## src/wguard_defs.vh

```
// Constants and register map of the physical memory write guard.
// ****************************************************************
// ****************************************************************
`ifndef WGUARD_DEFS_VH
`define WGUARD_DEFS_VH

// Register indices; byte address is four times the index.
`define IDX_PROTECT_CONTROL     12'h0440
`define IDX_DUAL_MODE_ENABLE    12'h0420
`define IDX_BLOCK_PROTECT_LOW   12'h0460
`define IDX_BLOCK_PROTECT_HIGH  12'h0461
`define IDX_SEGMENT_A_SELECT    12'h0480
`define IDX_SEGMENT_A_SUB_LOW   12'h0481
`define IDX_SEGMENT_A_SUB_HIGH  12'h0482
`define IDX_SEGMENT_B_SELECT    12'h0484
`define IDX_SEGMENT_B_SUB_LOW   12'h0485
`define IDX_SEGMENT_B_SUB_HIGH  12'h0486
`define IDX_VIOLATION_STATUS    12'h04F0

// Field positions.
`define CTRL_ALL_MODES_BIT      0
`define DUAL_ENABLE_BIT         0
`define SEG_SELECT_MSB          3
`define PRIORITY_LEVEL          2'h3

// Reset values.
`define RESET_REG8              8'h00

`endif

```

## src/write_guard.v

```verilog
// Physical memory write guard with APB register access.
//
// The APB interface to the registers was left to the implementer.
`timescale 1ns/1ps
module write_guard (
   // Clock and reset
   input  wire        I_CLK,
   input  wire        I_RST_B,
   // APB slave
   input  wire        I_PSEL,
   input  wire        I_PENABLE,
   input  wire        I_PWRITE,
   input  wire [15:0] I_PADDR,
   input  wire [31:0] I_PWDATA,
   output wire        I_PREADY_UNUSED_DUMMY_NEVER,
   output wire        O_PREADY,
   output reg  [31:0] O_PRDATA,
   output wire        O_PSLVERR,
   // Processor write cycle
   input  wire        I_WR_REQ,
   input  wire [19:0] I_WR_ADDR,
   input  wire        I_USER_MODE,
   output wire        O_WR_ALLOW,
   // Violation interrupt request
   input  wire        I_IRQ_ACK,
   output wire        O_IRQ_REQ,
   output wire [1:0]  O_IRQ_PRIORITY,
   output wire [19:0] O_VIOL_ADDR
);
`include "wguard_defs.vh"

   // ****************************************************************
   // Register bus decode
   // ****************************************************************
   wire [11:0] idx      = I_PADDR[13:2];
   wire        acc      = I_PSEL && I_PENABLE;
   wire        wr       = acc && I_PWRITE;
   wire        aligned  = (I_PADDR[1:0] == 2'b00) && (I_PADDR[15:14] == 2'b00);
   reg         mapped;

   always @* begin
      case (idx)
         `IDX_PROTECT_CONTROL, `IDX_DUAL_MODE_ENABLE, `IDX_BLOCK_PROTECT_LOW,
         `IDX_BLOCK_PROTECT_HIGH, `IDX_SEGMENT_A_SELECT, `IDX_SEGMENT_A_SUB_LOW,
         `IDX_SEGMENT_A_SUB_HIGH, `IDX_SEGMENT_B_SELECT, `IDX_SEGMENT_B_SUB_LOW,
         `IDX_SEGMENT_B_SUB_HIGH, `IDX_VIOLATION_STATUS: mapped = aligned;
         default: mapped = 1'b0;
      endcase
   end

   wire wr_ok = wr && mapped;

   assign I_PREADY_UNUSED_DUMMY_NEVER = 1'b0;
   assign O_PREADY  = 1'b1;
   assign O_PSLVERR = acc && !mapped;

   // ****************************************************************
   // Control registers
   // ****************************************************************
   reg        all_modes_ff;
   reg        dual_mode_ff;
   reg [15:0] block_protect_ff;
   reg        irq_ff;
   reg [19:0] viol_addr_ff;
   reg [7:0]  viol_count_ff;

   always @(posedge I_CLK or negedge I_RST_B) begin
      if (!I_RST_B) begin
         all_modes_ff     <= 1'b0;
         dual_mode_ff     <= 1'b0;
         block_protect_ff <= 16'h0000;
      end else if (wr_ok) begin
         case (idx)
            // Reserved bits 7:1 are left to software to keep at zero.
            `IDX_PROTECT_CONTROL:    all_modes_ff <= I_PWDATA[`CTRL_ALL_MODES_BIT];
            `IDX_DUAL_MODE_ENABLE:   dual_mode_ff <= I_PWDATA[`DUAL_ENABLE_BIT];
            `IDX_BLOCK_PROTECT_LOW:  block_protect_ff[7:0]  <= I_PWDATA[7:0];
            `IDX_BLOCK_PROTECT_HIGH: block_protect_ff[15:8] <= I_PWDATA[7:0];
            default: ;
         endcase
      end
   end

   // ****************************************************************
   // Sub-block segments
   // ****************************************************************
   wire        hit_a;
   wire        hit_b;
   wire [31:0] regs_a;
   wire [31:0] regs_b;

   segment_guard u_seg_a (
      .i_clk       (I_CLK),
      .i_rst_b     (I_RST_B),
      .i_wr_select (wr_ok && idx == `IDX_SEGMENT_A_SELECT),
      .i_wr_low    (wr_ok && idx == `IDX_SEGMENT_A_SUB_LOW),
      .i_wr_high   (wr_ok && idx == `IDX_SEGMENT_A_SUB_HIGH),
      .i_wdata     (I_PWDATA[7:0]),
      .i_addr      (I_WR_ADDR),
      .o_hit       (hit_a),
      .o_regs      (regs_a)
   );

   segment_guard u_seg_b (
      .i_clk       (I_CLK),
      .i_rst_b     (I_RST_B),
      .i_wr_select (wr_ok && idx == `IDX_SEGMENT_B_SELECT),
      .i_wr_low    (wr_ok && idx == `IDX_SEGMENT_B_SUB_LOW),
      .i_wr_high   (wr_ok && idx == `IDX_SEGMENT_B_SUB_HIGH),
      .i_wdata     (I_PWDATA[7:0]),
      .i_addr      (I_WR_ADDR),
      .o_hit       (hit_b),
      .o_regs      (regs_b)
   );

   // ****************************************************************
   // Protection check
   // ****************************************************************
   // User mode only exists once dual mode is enabled.
   wire in_user   = dual_mode_ff && I_USER_MODE;
   wire enforce   = all_modes_ff || in_user;
   wire prot_hit  = block_protect_ff[I_WR_ADDR[19:16]] || hit_a || hit_b;
   wire blocked   = I_WR_REQ && enforce && prot_hit;

   assign O_WR_ALLOW = I_WR_REQ && !blocked;

   // ****************************************************************
   // Violation request
   // ****************************************************************
   // A new violation wins over an acknowledge in the same cycle.
   always @(posedge I_CLK or negedge I_RST_B) begin
      if (!I_RST_B) begin
         irq_ff        <= 1'b0;
         viol_addr_ff  <= 20'h0_0000;
         viol_count_ff <= 8'h00;
      end else begin
         if (blocked) begin
            irq_ff        <= 1'b1;
            viol_addr_ff  <= I_WR_ADDR;
            viol_count_ff <= (viol_count_ff == 8'hFF) ? viol_count_ff : viol_count_ff + 8'h01;
         end else if (I_IRQ_ACK) begin
            irq_ff <= 1'b0;
         end
      end
   end

   assign O_IRQ_REQ      = irq_ff;
   assign O_IRQ_PRIORITY = `PRIORITY_LEVEL;
   assign O_VIOL_ADDR    = viol_addr_ff;

   // ****************************************************************
   // Read data
   // ****************************************************************
   always @* begin
      case (idx)
         `IDX_PROTECT_CONTROL:    O_PRDATA = {31'h0000_0000, all_modes_ff};
         `IDX_DUAL_MODE_ENABLE:   O_PRDATA = {31'h0000_0000, dual_mode_ff};
         `IDX_BLOCK_PROTECT_LOW:  O_PRDATA = {24'h00_0000, block_protect_ff[7:0]};
         `IDX_BLOCK_PROTECT_HIGH: O_PRDATA = {24'h00_0000, block_protect_ff[15:8]};
         `IDX_SEGMENT_A_SELECT:   O_PRDATA = {28'h000_0000, regs_a[27:24]};
         `IDX_SEGMENT_A_SUB_LOW:  O_PRDATA = {24'h00_0000, regs_a[15:8]};
         `IDX_SEGMENT_A_SUB_HIGH: O_PRDATA = {24'h00_0000, regs_a[23:16]};
         `IDX_SEGMENT_B_SELECT:   O_PRDATA = {28'h000_0000, regs_b[27:24]};
         `IDX_SEGMENT_B_SUB_LOW:  O_PRDATA = {24'h00_0000, regs_b[15:8]};
         `IDX_SEGMENT_B_SUB_HIGH: O_PRDATA = {24'h00_0000, regs_b[23:16]};
         `IDX_VIOLATION_STATUS:   O_PRDATA = {3'h0, irq_ff, viol_count_ff, viol_addr_ff};
         default:                 O_PRDATA = 32'h0000_0000;
      endcase
      if (!(acc && !I_PWRITE && mapped)) begin
         O_PRDATA = 32'h0000_0000;
      end
   end

endmodule

```

## src/segment_guard.v

```verilog
// One 64 KB protection segment of sixteen 4 KB sub-blocks with its select and mask registers.
`timescale 1ns/1ps
module segment_guard (
   // Clock and reset
   input  wire        i_clk,
   input  wire        i_rst_b,
   // Register writes
   input  wire        i_wr_select,
   input  wire        i_wr_low,
   input  wire        i_wr_high,
   input  wire [7:0]  i_wdata,
   // Address check
   input  wire [19:0] i_addr,
   output wire        o_hit,
   output wire [31:0] o_regs
);
`include "wguard_defs.vh"

   reg  [3:0] select_ff;
   reg  [7:0] sub_low_ff;
   reg  [7:0] sub_high_ff;
   wire [15:0] sub_mask;

   always @(posedge i_clk or negedge i_rst_b) begin
      if (!i_rst_b) begin
         select_ff   <= 4'h0;
         sub_low_ff  <= `RESET_REG8;
         sub_high_ff <= `RESET_REG8;
      end else begin
         if (i_wr_select) begin
            select_ff <= i_wdata[`SEG_SELECT_MSB:0];
         end
         if (i_wr_low) begin
            sub_low_ff <= i_wdata;
         end
         if (i_wr_high) begin
            sub_high_ff <= i_wdata;
         end
      end
   end

   assign sub_mask = {sub_high_ff, sub_low_ff};
   assign o_hit    = (select_ff == i_addr[19:16]) && sub_mask[i_addr[15:12]];
   assign o_regs   = {4'h0, select_ff, sub_high_ff, sub_low_ff, 8'h00};

endmodule

```

## config.mk

```make
export PLATFORM = sky130hd
export DESIGN_NAME = write_guard
export DESIGN_NICKNAME = d
export VERILOG_FILES = /design/src/write_guard.v /design/src/segment_guard.v
export VERILOG_INCLUDE_DIRS = /design/src
export SDC_FILE = /design/constraint.sdc
export NUM_CORES = 1
export LEC_CHECK = 0
export CORE_ASPECT_RATIO = 0.75
export CORE_MARGIN = 2
export CORE_UTILIZATION = 35
export DETAILED_ROUTE_END_ITERATION = 7
export DONT_BUFFER_PORTS = 1
export GPL_ROUTABILITY_DRIVEN = 0
export MAX_ROUTING_LAYER = met4
export PLACE_DENSITY = 0.52
export SLEW_MARGIN = 30
export SYNTH_ARGS = -nofsm -noshare
export SYNTH_HDL_FRONTEND = slang
export SYNTH_SLANG_ARGS = --single-unit
```

## constraint.sdc

```tcl
create_clock -name I_CLK -period 2.5 [get_ports I_CLK]
set_input_delay 0.25 -clock I_CLK [delete_from_list [all_inputs] [get_ports I_CLK]]
set_output_delay 0.25 -clock I_CLK [all_outputs]
set_load 0.01 [all_outputs]
```

==> reports/qor.yml, run 1 <==
cts_tree: "built"
rsz0062_at_grt: "yes"
drc: 0
cts_root_buf: "clkbuf_16"
final_util_pct: 42.25
htree_levels: 3
drive_gt1_share_pct: 33.64
setup.worst_path.start: "u_seg_b.sub_low_ff[7]$_DFFE_PN0P_"
async_flop_share_pct: 100.0
reg2reg_from: "u_seg_b.sub_low_ff[7]$_DFFE_PN0P_"
syn-cell-area_um2: 4793
synth_edf_count: 0
io_pins: 135
grt_pass1_wl_um: 21380
ys_seq_area_share_pct: 45.42
ys_seq_elements: 87
via_per_inst: 5.628
grt_max_degree: 88
final.period_utilization_pct: 98.75
grt_pass1_vias: 3569
avgSynthCellArea_um2: 11.72
stdcell_count: 611
drt_wl_total_um: 13630
antenna_found_initial: 0
clock-sinks: 87
period_needed_ns: 2.469
die_h_um: 105.4
die_x_um: 139.1
power_uw: 2763
maxSlewViolCount: 0
synth_cell_types: 50
fmax_mhz: 405.0
row_count: 36
vias: 3439
cts_buffers: 9
hold-path-cell-count: 1
cap_violations: 0
hpwl_um: 10190
die_area_um2: 14660
ir_drop_v: 0.0003257
p_leak_uw: 0.002613
clk_pin_slew_worst_paths_ns: 0.07
worst_r2r_path_depth: 6
final_nets: 512
clock_path_buffers: 2
status: "completed"
worstPathArrival_ns: 2.22
wl_per_cell_um: 22.31
detail-route-antenna-nets: 0
fin_worst_skew_ns: 0.005957
finalHoldViolations: 0
start_kind: "flip-flop"
overflow: 0
setup_violations: 0
crit_type: "flip-flop to primary output"
worstSkewPairLatency_ns: 0.34
required_ns: 2.25
dp_cells: 587
core_area_um2: 13200
drtIter0Drc: 317
hp-class: "primary input to flip-flop"
min-delay-start: "I_IRQ_ACK"
initial_utilization_pct: 36.32
port_buffers: 0
ys_warn_count: 0
endpoint_kind: "primary output"
p_per_area_nw_per_um2: 495.6
area_growth_pct: 16.31
worstPathMaxFanout: 3
drt_pre_antenna_iters: 6
ys.flop_type: "dfrtp_1"
synthCells: 409
n_antenna_cell: 0
grt_usage_pct: 19.28
-- synthesized netlist by cell type, types with 2 or more instances --
library cell | instances | area share [%]
or3_1 | 2 | 0.26
nand3_1 | 8 | 0.84
o21ai_0 | 7 | 0.73
a21oi_1 | 7 | 0.73
mux2i_1 | 12 | 2.5
mux2_1 | 21 | 4.9
o22ai_1 | 4 | 0.52
nand2_1 | 19 | 1.5
buf_1 | 2 | 0.16
a22o_1 | 6 | 1.1
xor2_1 | 7 | 1.3
nand4_1 | 5 | 0.65
a222oi_1 | 9 | 1.9
a211oi_1 | 2 | 0.31
and3_1 | 26 | 3.4
nor4_1 | 3 | 0.39
nor2b_1 | 5 | 0.65
nor2_1 | 16 | 1.3
dfrtp_1 | 87 | 45
a22oi_1 | 11 | 1.7
nor3_1 | 5 | 0.52
buf_4 | 7 | 1.1
a221oi_1 | 4 | 0.73
buf_2 | 6 | 0.63
nor3_2 | 6 | 1.3
nor3b_1 | 3 | 0.47
buf_6 | 3 | 0.70
mux4_2 | 7 | 3.3
inv_1 | 2 | 0.16
clkbuf_1 | 11 | 0.86
and2_1 | 8 | 1.0
a21boi_0 | 4 | 0.63
mux2_2 | 61 | 14
xnor2_1 | 4 | 0.73
a31oi_1 | 3 | 0.39
conb_1 | 2 | 0.16
-- cells in the final DEF, fill, tap and decap left out, types with 5 or more instances in the layout --
cell type	n
o21ai_0	6
a222oi_1	9
nor2_1	13
mux4_2	7
mux2i_1	12
mux2_2	61
conb_1	7
and3_1	25
nand3_1	8
mux2_1	21
a22oi_1	11
nor2b_1	5
nand2_1	19
dfrtp_1	87
xor2_1	7
clkbuf_16	9
nor3_1	5
a22o_1	6
nor3_2	6
nand4_1	5
buf_4	34
and2_1	6
a21oi_1	6
-- worst max-delay path, cell delays in order, from the launching register on --
cell,delay (ns)
dfrtp_1,0.38
mux4_2,0.50
a2111oi_4,0.37
a211oi_4,0.09
o31ai_4,0.24
buf_12,0.14
and2_4,0.14
-- registers in the layout, indices dropped and copies added (netlist names) --
signal / cells
O_IRQ_REQ: 1
O_VIOL_ADDR: 20
all_modes_ff: 1
block_protect_ff: 16
dual_mode_ff: 1
u_seg_a.select_ff: 4
u_seg_a.sub_high_ff: 8
u_seg_a.sub_low_ff: 8
u_seg_b.select_ff: 4
u_seg_b.sub_high_ff: 8
u_seg_b.sub_low_ff: 8
viol_count_ff: 8
-- per-stage QoR --
| step | setup WS [ns] | setup TNS (ns) | cell area, um2 | hold slack [ns] |
|---|---|---|---|---|
| 6_report | 0.03115 | 0 | 5575 | 0.01620 |
| 5_1_grt | -0.06007 | -0.06666 | 5575 | 0.02674 |
| 4_1_cts | 0.008627 | 0 | 5514 | 0.001125 |
| 3_5_place_dp | -0.1042 | -0.9168 | 5136 | -0.04189 |
| 3_3_place_gp | -0.08799 | -0.3242 | 5136 | -0.04211 |
| 2_1_floorplan | 0.02349 | 0 | 4812 | -0.04559 |
-- layer usage --
metal  vias to the layer above  global-route usage (%)  wire length, um
li1                       1577                       -                -
met1                      1742                   27.34             6566
met4                         0                   3.463               78
met5                         -                       -                0
met3                         8                   5.634             1088
met2                       112                   27.76             5901
-- worst paths after layout --
kind | endpoint | slack, ns
worst min register to register | viol_count_ff[0]$_DFFE_PN0P_ | 0.51
worst max register to register | O_VIOL_ADDR[12]$_DFFE_PN0P_ | 0.11
worst min-delay path | O_IRQ_REQ$_DFFE_PN0P_ | 0.02
worst max-delay path | O_WR_ALLOW | 0.03
min in group asynchronous | dual_mode_ff$_DFFE_PN0P_ | 0.47
max in group asynchronous | O_VIOL_ADDR[8]$_DFFE_PN0P_ | 1.65
-- area by class of cell --
cell class	instances	area (um2)
inverter	2	7.507
tap	171	214.0
clock inverter	7	47.55
multi-input combinational	295	2536
sequential	87	2177
fill	1244	7622
timing repair buffer	40	367.9
clock buffer	9	225.2
-- repair_timing --
item / CTS / global route
pin swaps: 4 / 2
cloned: 0 / 0
hold buffers: 2 / 0
endpoints found under the hold margin: 87 / 0
setup buffers: 3 / 4
setup endpoints to repair: 42 / 50
resized for setup: 14 / 10
-- power by group --
group	total, uW	internal, uW	switching [uW]
logic	99.7	39.5	60.1
clock network	1260	673	582
registers	1410	1410	0.248
total	2760	2120	643
-- cells by family (layout without fill, tap and decap cells) --
logic type,Yosys count,after routing,share of synthesized area [%]
AOI/OAI and AO/OA,63,63,10.18
xor gates and xnor gates,11,11,2.010
adders and majority gates,1,1,0.2610
buffers and inverters,32,58,3.707
DFF,87,87,45.42
muxes,101,101,25.06
other,2,7,0.1567
and+or+nand+nor,112,112,13.21
Note: power is estimated with default switching activity, not from simulation.
==> run 2: changes to the inputs <==
--- a/config.mk
+++ b/config.mk
@@ -8,12 +8,13 @@
 export LEC_CHECK = 0
 export CORE_ASPECT_RATIO = 0.75
 export CORE_MARGIN = 2
-export CORE_UTILIZATION = 35
+export CORE_UTILIZATION = 40
 export DETAILED_ROUTE_END_ITERATION = 7
 export DONT_BUFFER_PORTS = 1
 export GPL_ROUTABILITY_DRIVEN = 0
 export MAX_ROUTING_LAYER = met4
-export PLACE_DENSITY = 0.52
+export PLACE_DENSITY = 0.57
+export SETUP_SLACK_MARGIN = 0.3
 export SLEW_MARGIN = 30
 export SYNTH_ARGS = -nofsm -noshare
 export SYNTH_HDL_FRONTEND = slang
==> run 2 against run 1 <==
  * The flow now finishes with violations (hold timing)
  * Via count rose by 5.4%
  * Global-route usage up 3.8 points
  * Fmax fell by 0.63%
  * Critical path type unchanged
  * Highest routed layer unchanged
==> reports/qor.yml, run 2 (synthesis results as in run 1) <==
finalHoldViolations: 87
worst_pin_slew_ns: 0.5596
seqCellArea_um2: 2177
via_per_inst: 5.998
die_h_um: 98.80
grt_pass1_vias: 3692
relSlewSlack_pct: 62.69
crit_type: "flip-flop to primary output"
hp-class: "primary input to async pin"
violations: "hold timing"
final.period_utilization_pct: 99.38
setup_violations: 0
drt_pre_antenna_iters: 5
cts_buffers: 9
worstSkewPairLatency_ns: 0.35
hpwl_um: 10350
initial_utilization_pct: 41.12
final_common_cell: "dfrtp_1"
clock_path_buffers: 2
status: "finished with violations"
grt_pass1_wl_um: 21290
dpl_cell_area_um2: 5321
clock-sinks: 87
drive_gt1_share_pct: 44.80
worstPathArrival_ns: 2.23
overflow: 0
die_area_um2: 12880
final_util_pct: 50.82
ir_drop_v: 0.0004035
vias: 3623
final_cell_area_um2: 5923
final_nets: 514
period_needed_ns: 2.485
rsz0062_at_grt: "yes"
reg2reg_from: "u_seg_b.sub_low_ff[7]$_DFFE_PN0P_"
cts_root_buf: "clkbuf_16"
maxSlewViolCount: 0
p_leak_uw: 0.002671
drc: 0
n_antenna_cell: 0
multi_input_area_um2: 2799
fillers: 1039
endpoint_kind: "primary output"
required_ns: 2.25
wl_per_cell_um: 23.61
fmax_mhz: 402.5
p_per_area_nw_per_um2: 481.2
die_x_um: 130.4
grt_usage_pct: 23.10
drtIter0Drc: 273
area_growth_pct: 23.57
detail-route-antenna-nets: 0
port_buffers: 0
cap_violations: 0
row_count: 34
layout_common_cells: "87 x dfrtp_1, 61 x mux2_2, 25 x buf_4, 21 x and3_4, 20 x mux2_4"
core_area_um2: 11660
grt_max_degree: 88
drt_wl_total_um: 14260
cts_tree: "built"
worstPathMaxFanout: 2
start_kind: "flip-flop"
io_pins: 135
fin_hold_ws_ns: -0.4085
htree_levels: 3
largest_reg_flops: 20
fin_worst_skew_ns: 0.008417
antenna_found_initial: 0
setup.worst_path.start: "u_seg_b.sub_low_ff[7]$_DFFE_PN0P_"
clk_pin_slew_worst_paths_ns: 0.07
[run 2: cell types whose count changed in the layout (fill, tap and decap cells not counted), moves of 3 or more]
cell and change:
and3_1 -20, and3_4 +20, mux2_1 -20, mux2_4 +20
buf_6 +10, buf_4 -9, a21boi_4 +4, and2_1 -3
and2_4 +3, clkinv_2 -3
[run 2: through the flow]
stage | total power, uW | TNS (ns) | worst slack, ns | instances
after floorplan | 1516 | 0 | 0.1347 | 414
after global placement | 1495 | 0 | 0.08401 | 574
after detailed placement | 1496 | 0 | 0.05749 | 574
after CTS | 2866 | -0.09625 | -0.04627 | 599
after global routing | 2934 | -0.1443 | -0.04899 | 604
final | 2850 | 0 | 0.01543 | 604
[run 2: final timing paths]
path / end / slack (ns) / cells past startpoint
worst min register to register: block_protect_ff[15]$_DFFE_PN0P_ / 0.54 / 1
worst max register to register: O_VIOL_ADDR[14]$_DFFE_PN0P_ / 0.04 / 8
min in group I_CLK: O_VIOL_ADDR[5]$_DFFE_PN0P_ / 0.04 / 1
worst min-delay path: O_VIOL_ADDR[7]$_DFFE_PN0P_ / -0.41 / 0
max in group asynchronous: viol_count_ff[6]$_DFFE_PN0P_ / 2.77 / 0
worst max-delay path: O_WR_ALLOW / 0.02 / 6
[run 2: routing by layer]
layer / vias up / track usage (%) / share of wire [%]
met2: 185 / 32.42 / 43
met1: 1831 / 31.60 / 44
met3: 17 / 8.469 / 11
met4: 0 / 6.219 / 1.2
met5: - / - / 0
li1: 1590 / - / -
[run 2: worst max-delay path, stage by stage (launching register included)]
cell and delay, ns:
dfrtp_1 0.39, mux4_2 0.51, a2111oi_4 0.34, a211oi_2 0.10
o31ai_4 0.26, buf_12 0.14, and2_4 0.14
[run 2: power by group]
part | internal, uW | switching, uW | leakage (uW)
registers | 1410 | 0.274 | 0.00122
clock network | 806 | 568 | 0.000143
logic | 35.3 | 32.8 | 0.00131
total | 2250 | 601 | 0.00267
[run 2: repair_timing]
| item | CTS | global route |
|---|---|---|
| setup endpoints to repair | 57 | 59 |
| gates cloned | 2 | 1 |
| resized for setup | 26 | 14 |
| hold endpoints to repair | 87 | 88 |
| pin swaps | 4 | 5 |
| buffers inserted | 7 | 3 |
[run 2: layout make-up]
class	instances	area share, %
Tap cell	162	3.422
Multi-Input combinational cell	295	47.25
Timing Repair Buffer	42	7.351
Inverter	2	0.1267
Sequential cell	87	36.76
Clock buffer	12	4.161
Clock inverter	4	0.9294
==> run 3: changes to the inputs <==
--- a/config.mk
+++ b/config.mk
@@ -13,7 +13,7 @@
 export DONT_BUFFER_PORTS = 1
 export GPL_ROUTABILITY_DRIVEN = 0
 export MAX_ROUTING_LAYER = met4
-export PLACE_DENSITY = 0.57
+export PLACE_DENSITY = 0.61
 export SETUP_SLACK_MARGIN = 0.3
 export SLEW_MARGIN = 30
 export SYNTH_ARGS = -nofsm -noshare
==> run 3 against run 2 <==
  * The flow finishes with violations (hold timing, setup timing)
  * Hold slack improved by 0.0050 ns
  * Via count grew 1.8%
  * Register-to-register slack lost 0.05 ns
  * Final area grew 0.76%
  * Setup slack lost 0.029 ns
  * Critical path type is now flip-flop to flip-flop
  * Global-route usage up 0.080 points
  * Sequential cell count unchanged
  * First-iteration DRC count is 15% higher
  * Wire length grew 3.1%
==> reports/qor.yml, run 3 (synthesis results as in run 1) <==
die_h_um: 98.80
reg2reg_from: "u_seg_b.sub_low_ff[7]$_DFFE_PN0P_"
stdcell_count: 610
drtIter0Drc: 314
fin_hold_ws_ns: -0.4035
drive_gt1_share_pct: 45.64
drt_wl_total_um: 14700
wl_per_cell_um: 24.10
fin_worst_skew_ns: 0.008210
worstPathArrival_ns: 2.74
rsz0062_at_grt: "yes"
critPathMaxStageDelay_ns: 0.53
final_common_cell: "dfrtp_1"
setup_violations: 10
p_switching_uw: 599.1
endpoint_kind: "flip-flop"
grt_pass1_wl_um: 21420
drc: 0
path_cells: "mux4_2, a2111oi_4, a211oi_4, o31ai_4, buf_4, buf_8, clkbuf_16, mux2_4"
period_needed_ns: 2.514
final.period_utilization_pct: 100.5
drt_pre_antenna_iters: 5
fin_tns_setup_ns: -0.08897
vias: 3689
r2r_slack_ns: -0.01
required_ns: 2.73
worstPathMaxFanout: 9
dp_cells: 577
core_area_um2: 11660
worstSkewPairLatency_ns: 0.34
hpwl_um: 10440
final_nets: 519
clock-sinks: 87
cts_root_buf: "clkbuf_16"
internal_power_uw: 2342
hp-class: "primary input to async pin"
start_kind: "flip-flop"
relSlewSlack_pct: 61.85
port_buffers: 0
htree_levels: 3
p_leak_uw: 0.002712
finalHoldViolations: 87
crit_type: "flip-flop to flip-flop"
grt_max_degree: 88
grt_pass1_vias: 3670
area_growth_pct: 24.51
slowest_stage: "mux4_2"
p_clk_share_pct: 49.8
detail-route-antenna-nets: 0
layout_common_cells: "87 x dfrtp_1, 61 x mux2_2, 31 x buf_4, 21 x and3_4, 20 x mux2_4"
comb_power_share_pct: 2.3
worst_r2r_path_depth: 8
row_count: 34
cap_violations: 0
status: "finished with violations"
p_per_area_nw_per_um2: 492.9
clk_pin_slew_worst_paths_ns: 0.07
cts_tree: "built"
pwr-share-seq_pct: 47.9
switching_share_pct: 20.37
ir_drop_v: 0.0003338
maxSlewViolCount: 0
violations: "hold timing, setup timing"
fin_ws_ns: -0.01355
cts_buffers: 9
io_pins: 135
fmax_mhz: 397.8
die_area_um2: 12880
largest_reg_flops: 20
grt_usage_pct: 23.18
via_per_inst: 6.048
initial_utilization_pct: 41.12
r2r_end: "O_VIOL_ADDR[10]$_DFFE_PN0P_"
worst_pin_slew_ns: 0.5723
overflow: 0
antenna_found_initial: 1
die_x_um: 130.4
clock_path_buffers: 2
run 3: changes by cell type in the layout (fill, tap and decap cells not counted), sizes merged:
cell      previous run  this run
clkinv               2         4
clkbuf              13        11
buf                 40        45
bufinv               1         2
diode                0         1
clkinvlp             1         0
run 3: per-stage QoR:
stage / hold WS, ns / power (uW) / instance area, um2 / setup slack (ns) / util, %
after floorplan: -0.04559 / 1516 / 5067 / 0.1347 / -
after global routing: -0.4195 / 3025 / 5968 / -0.06530 / 51.20
after detailed placement: -0.04366 / 1496 / 5319 / -0.02047 / 45.63
final: -0.4035 / 2941 / 5968 / -0.01355 / 51.20
after global placement: -0.04313 / 1495 / 5319 / 0.01521 / 45.63
after CTS: -0.4062 / 2955 / 5861 / -0.01494 / 50.28
run 3: power by group through the flow:
stage / combinational, uW / sequential (uW) / clock [uW]
3_5_place_dp: 61.6 / 1430 / 0
3_3_place_gp: 60.6 / 1430 / 0
6_report: 68.6 / 1410 / 1460
4_1_cts: 65.0 / 1410 / 1480
2_1_floorplan: 81.3 / 1430 / 0
5_1_grt: 74.6 / 1410 / 1540
run 3: layout make-up:
type	instances	area [um2]
clock buffers	10	239.0
multi-input cells	295	2776
repair buffers	47	479.2
clock inverters	6	83.83
flip-flops and latches	87	2177
diodes	1	2.502
inverters	2	7.507
well taps	162	202.7
fillers	1014	5688
run 3: routing by layer:
metal / up-vias / part of all wire [%] / global-route usage (%)
met4: 0 / 1.2 / 5.892
met5: - / 0 / -
met1: 1877 / 45 / 31.62
li1: 1601 / - / -
met3: 13 / 9.3 / 6.895
met2: 198 / 45 / 33.99
run 3: worst max-delay path by stage:
stage,from,end,cells after the start
global route,u_seg_b.sub_low_ff[7]$_DFFE_PN0P_,O_WR_ALLOW,6
finish,u_seg_b.sub_low_ff[7]$_DFFE_PN0P_,O_VIOL_ADDR[10]$_DFFE_PN0P_,8
global placement,u_seg_b.sub_low_ff[7]$_DFFE_PN0P_,O_VIOL_ADDR[3]$_DFFE_PN0P_,6
floorplan,I_PADDR[11],O_PRDATA[16],9
detailed placement,u_seg_b.sub_low_ff[7]$_DFFE_PN0P_,O_VIOL_ADDR[4]$_DFFE_PN0P_,6
CTS,u_seg_b.sub_low_ff[7]$_DFFE_PN0P_,O_WR_ALLOW,6
run 3: worst max-delay path, delay by kind of cell (launching register included):
kind	cells	cell delay, ns
compound gates	3	0.72
flops	1	0.40
buf+inv	3	0.46
mux	2	0.83
run 3: what timing repair did:
item | CTS | global route
setup endpoints to repair | 59 | 59
gates resized for setup | 29 | 10
pin swaps | 7 | 2
setup buffers | 8 | 4
endpoints found under the hold margin | 87 | 88
gates cloned | 2 | 1
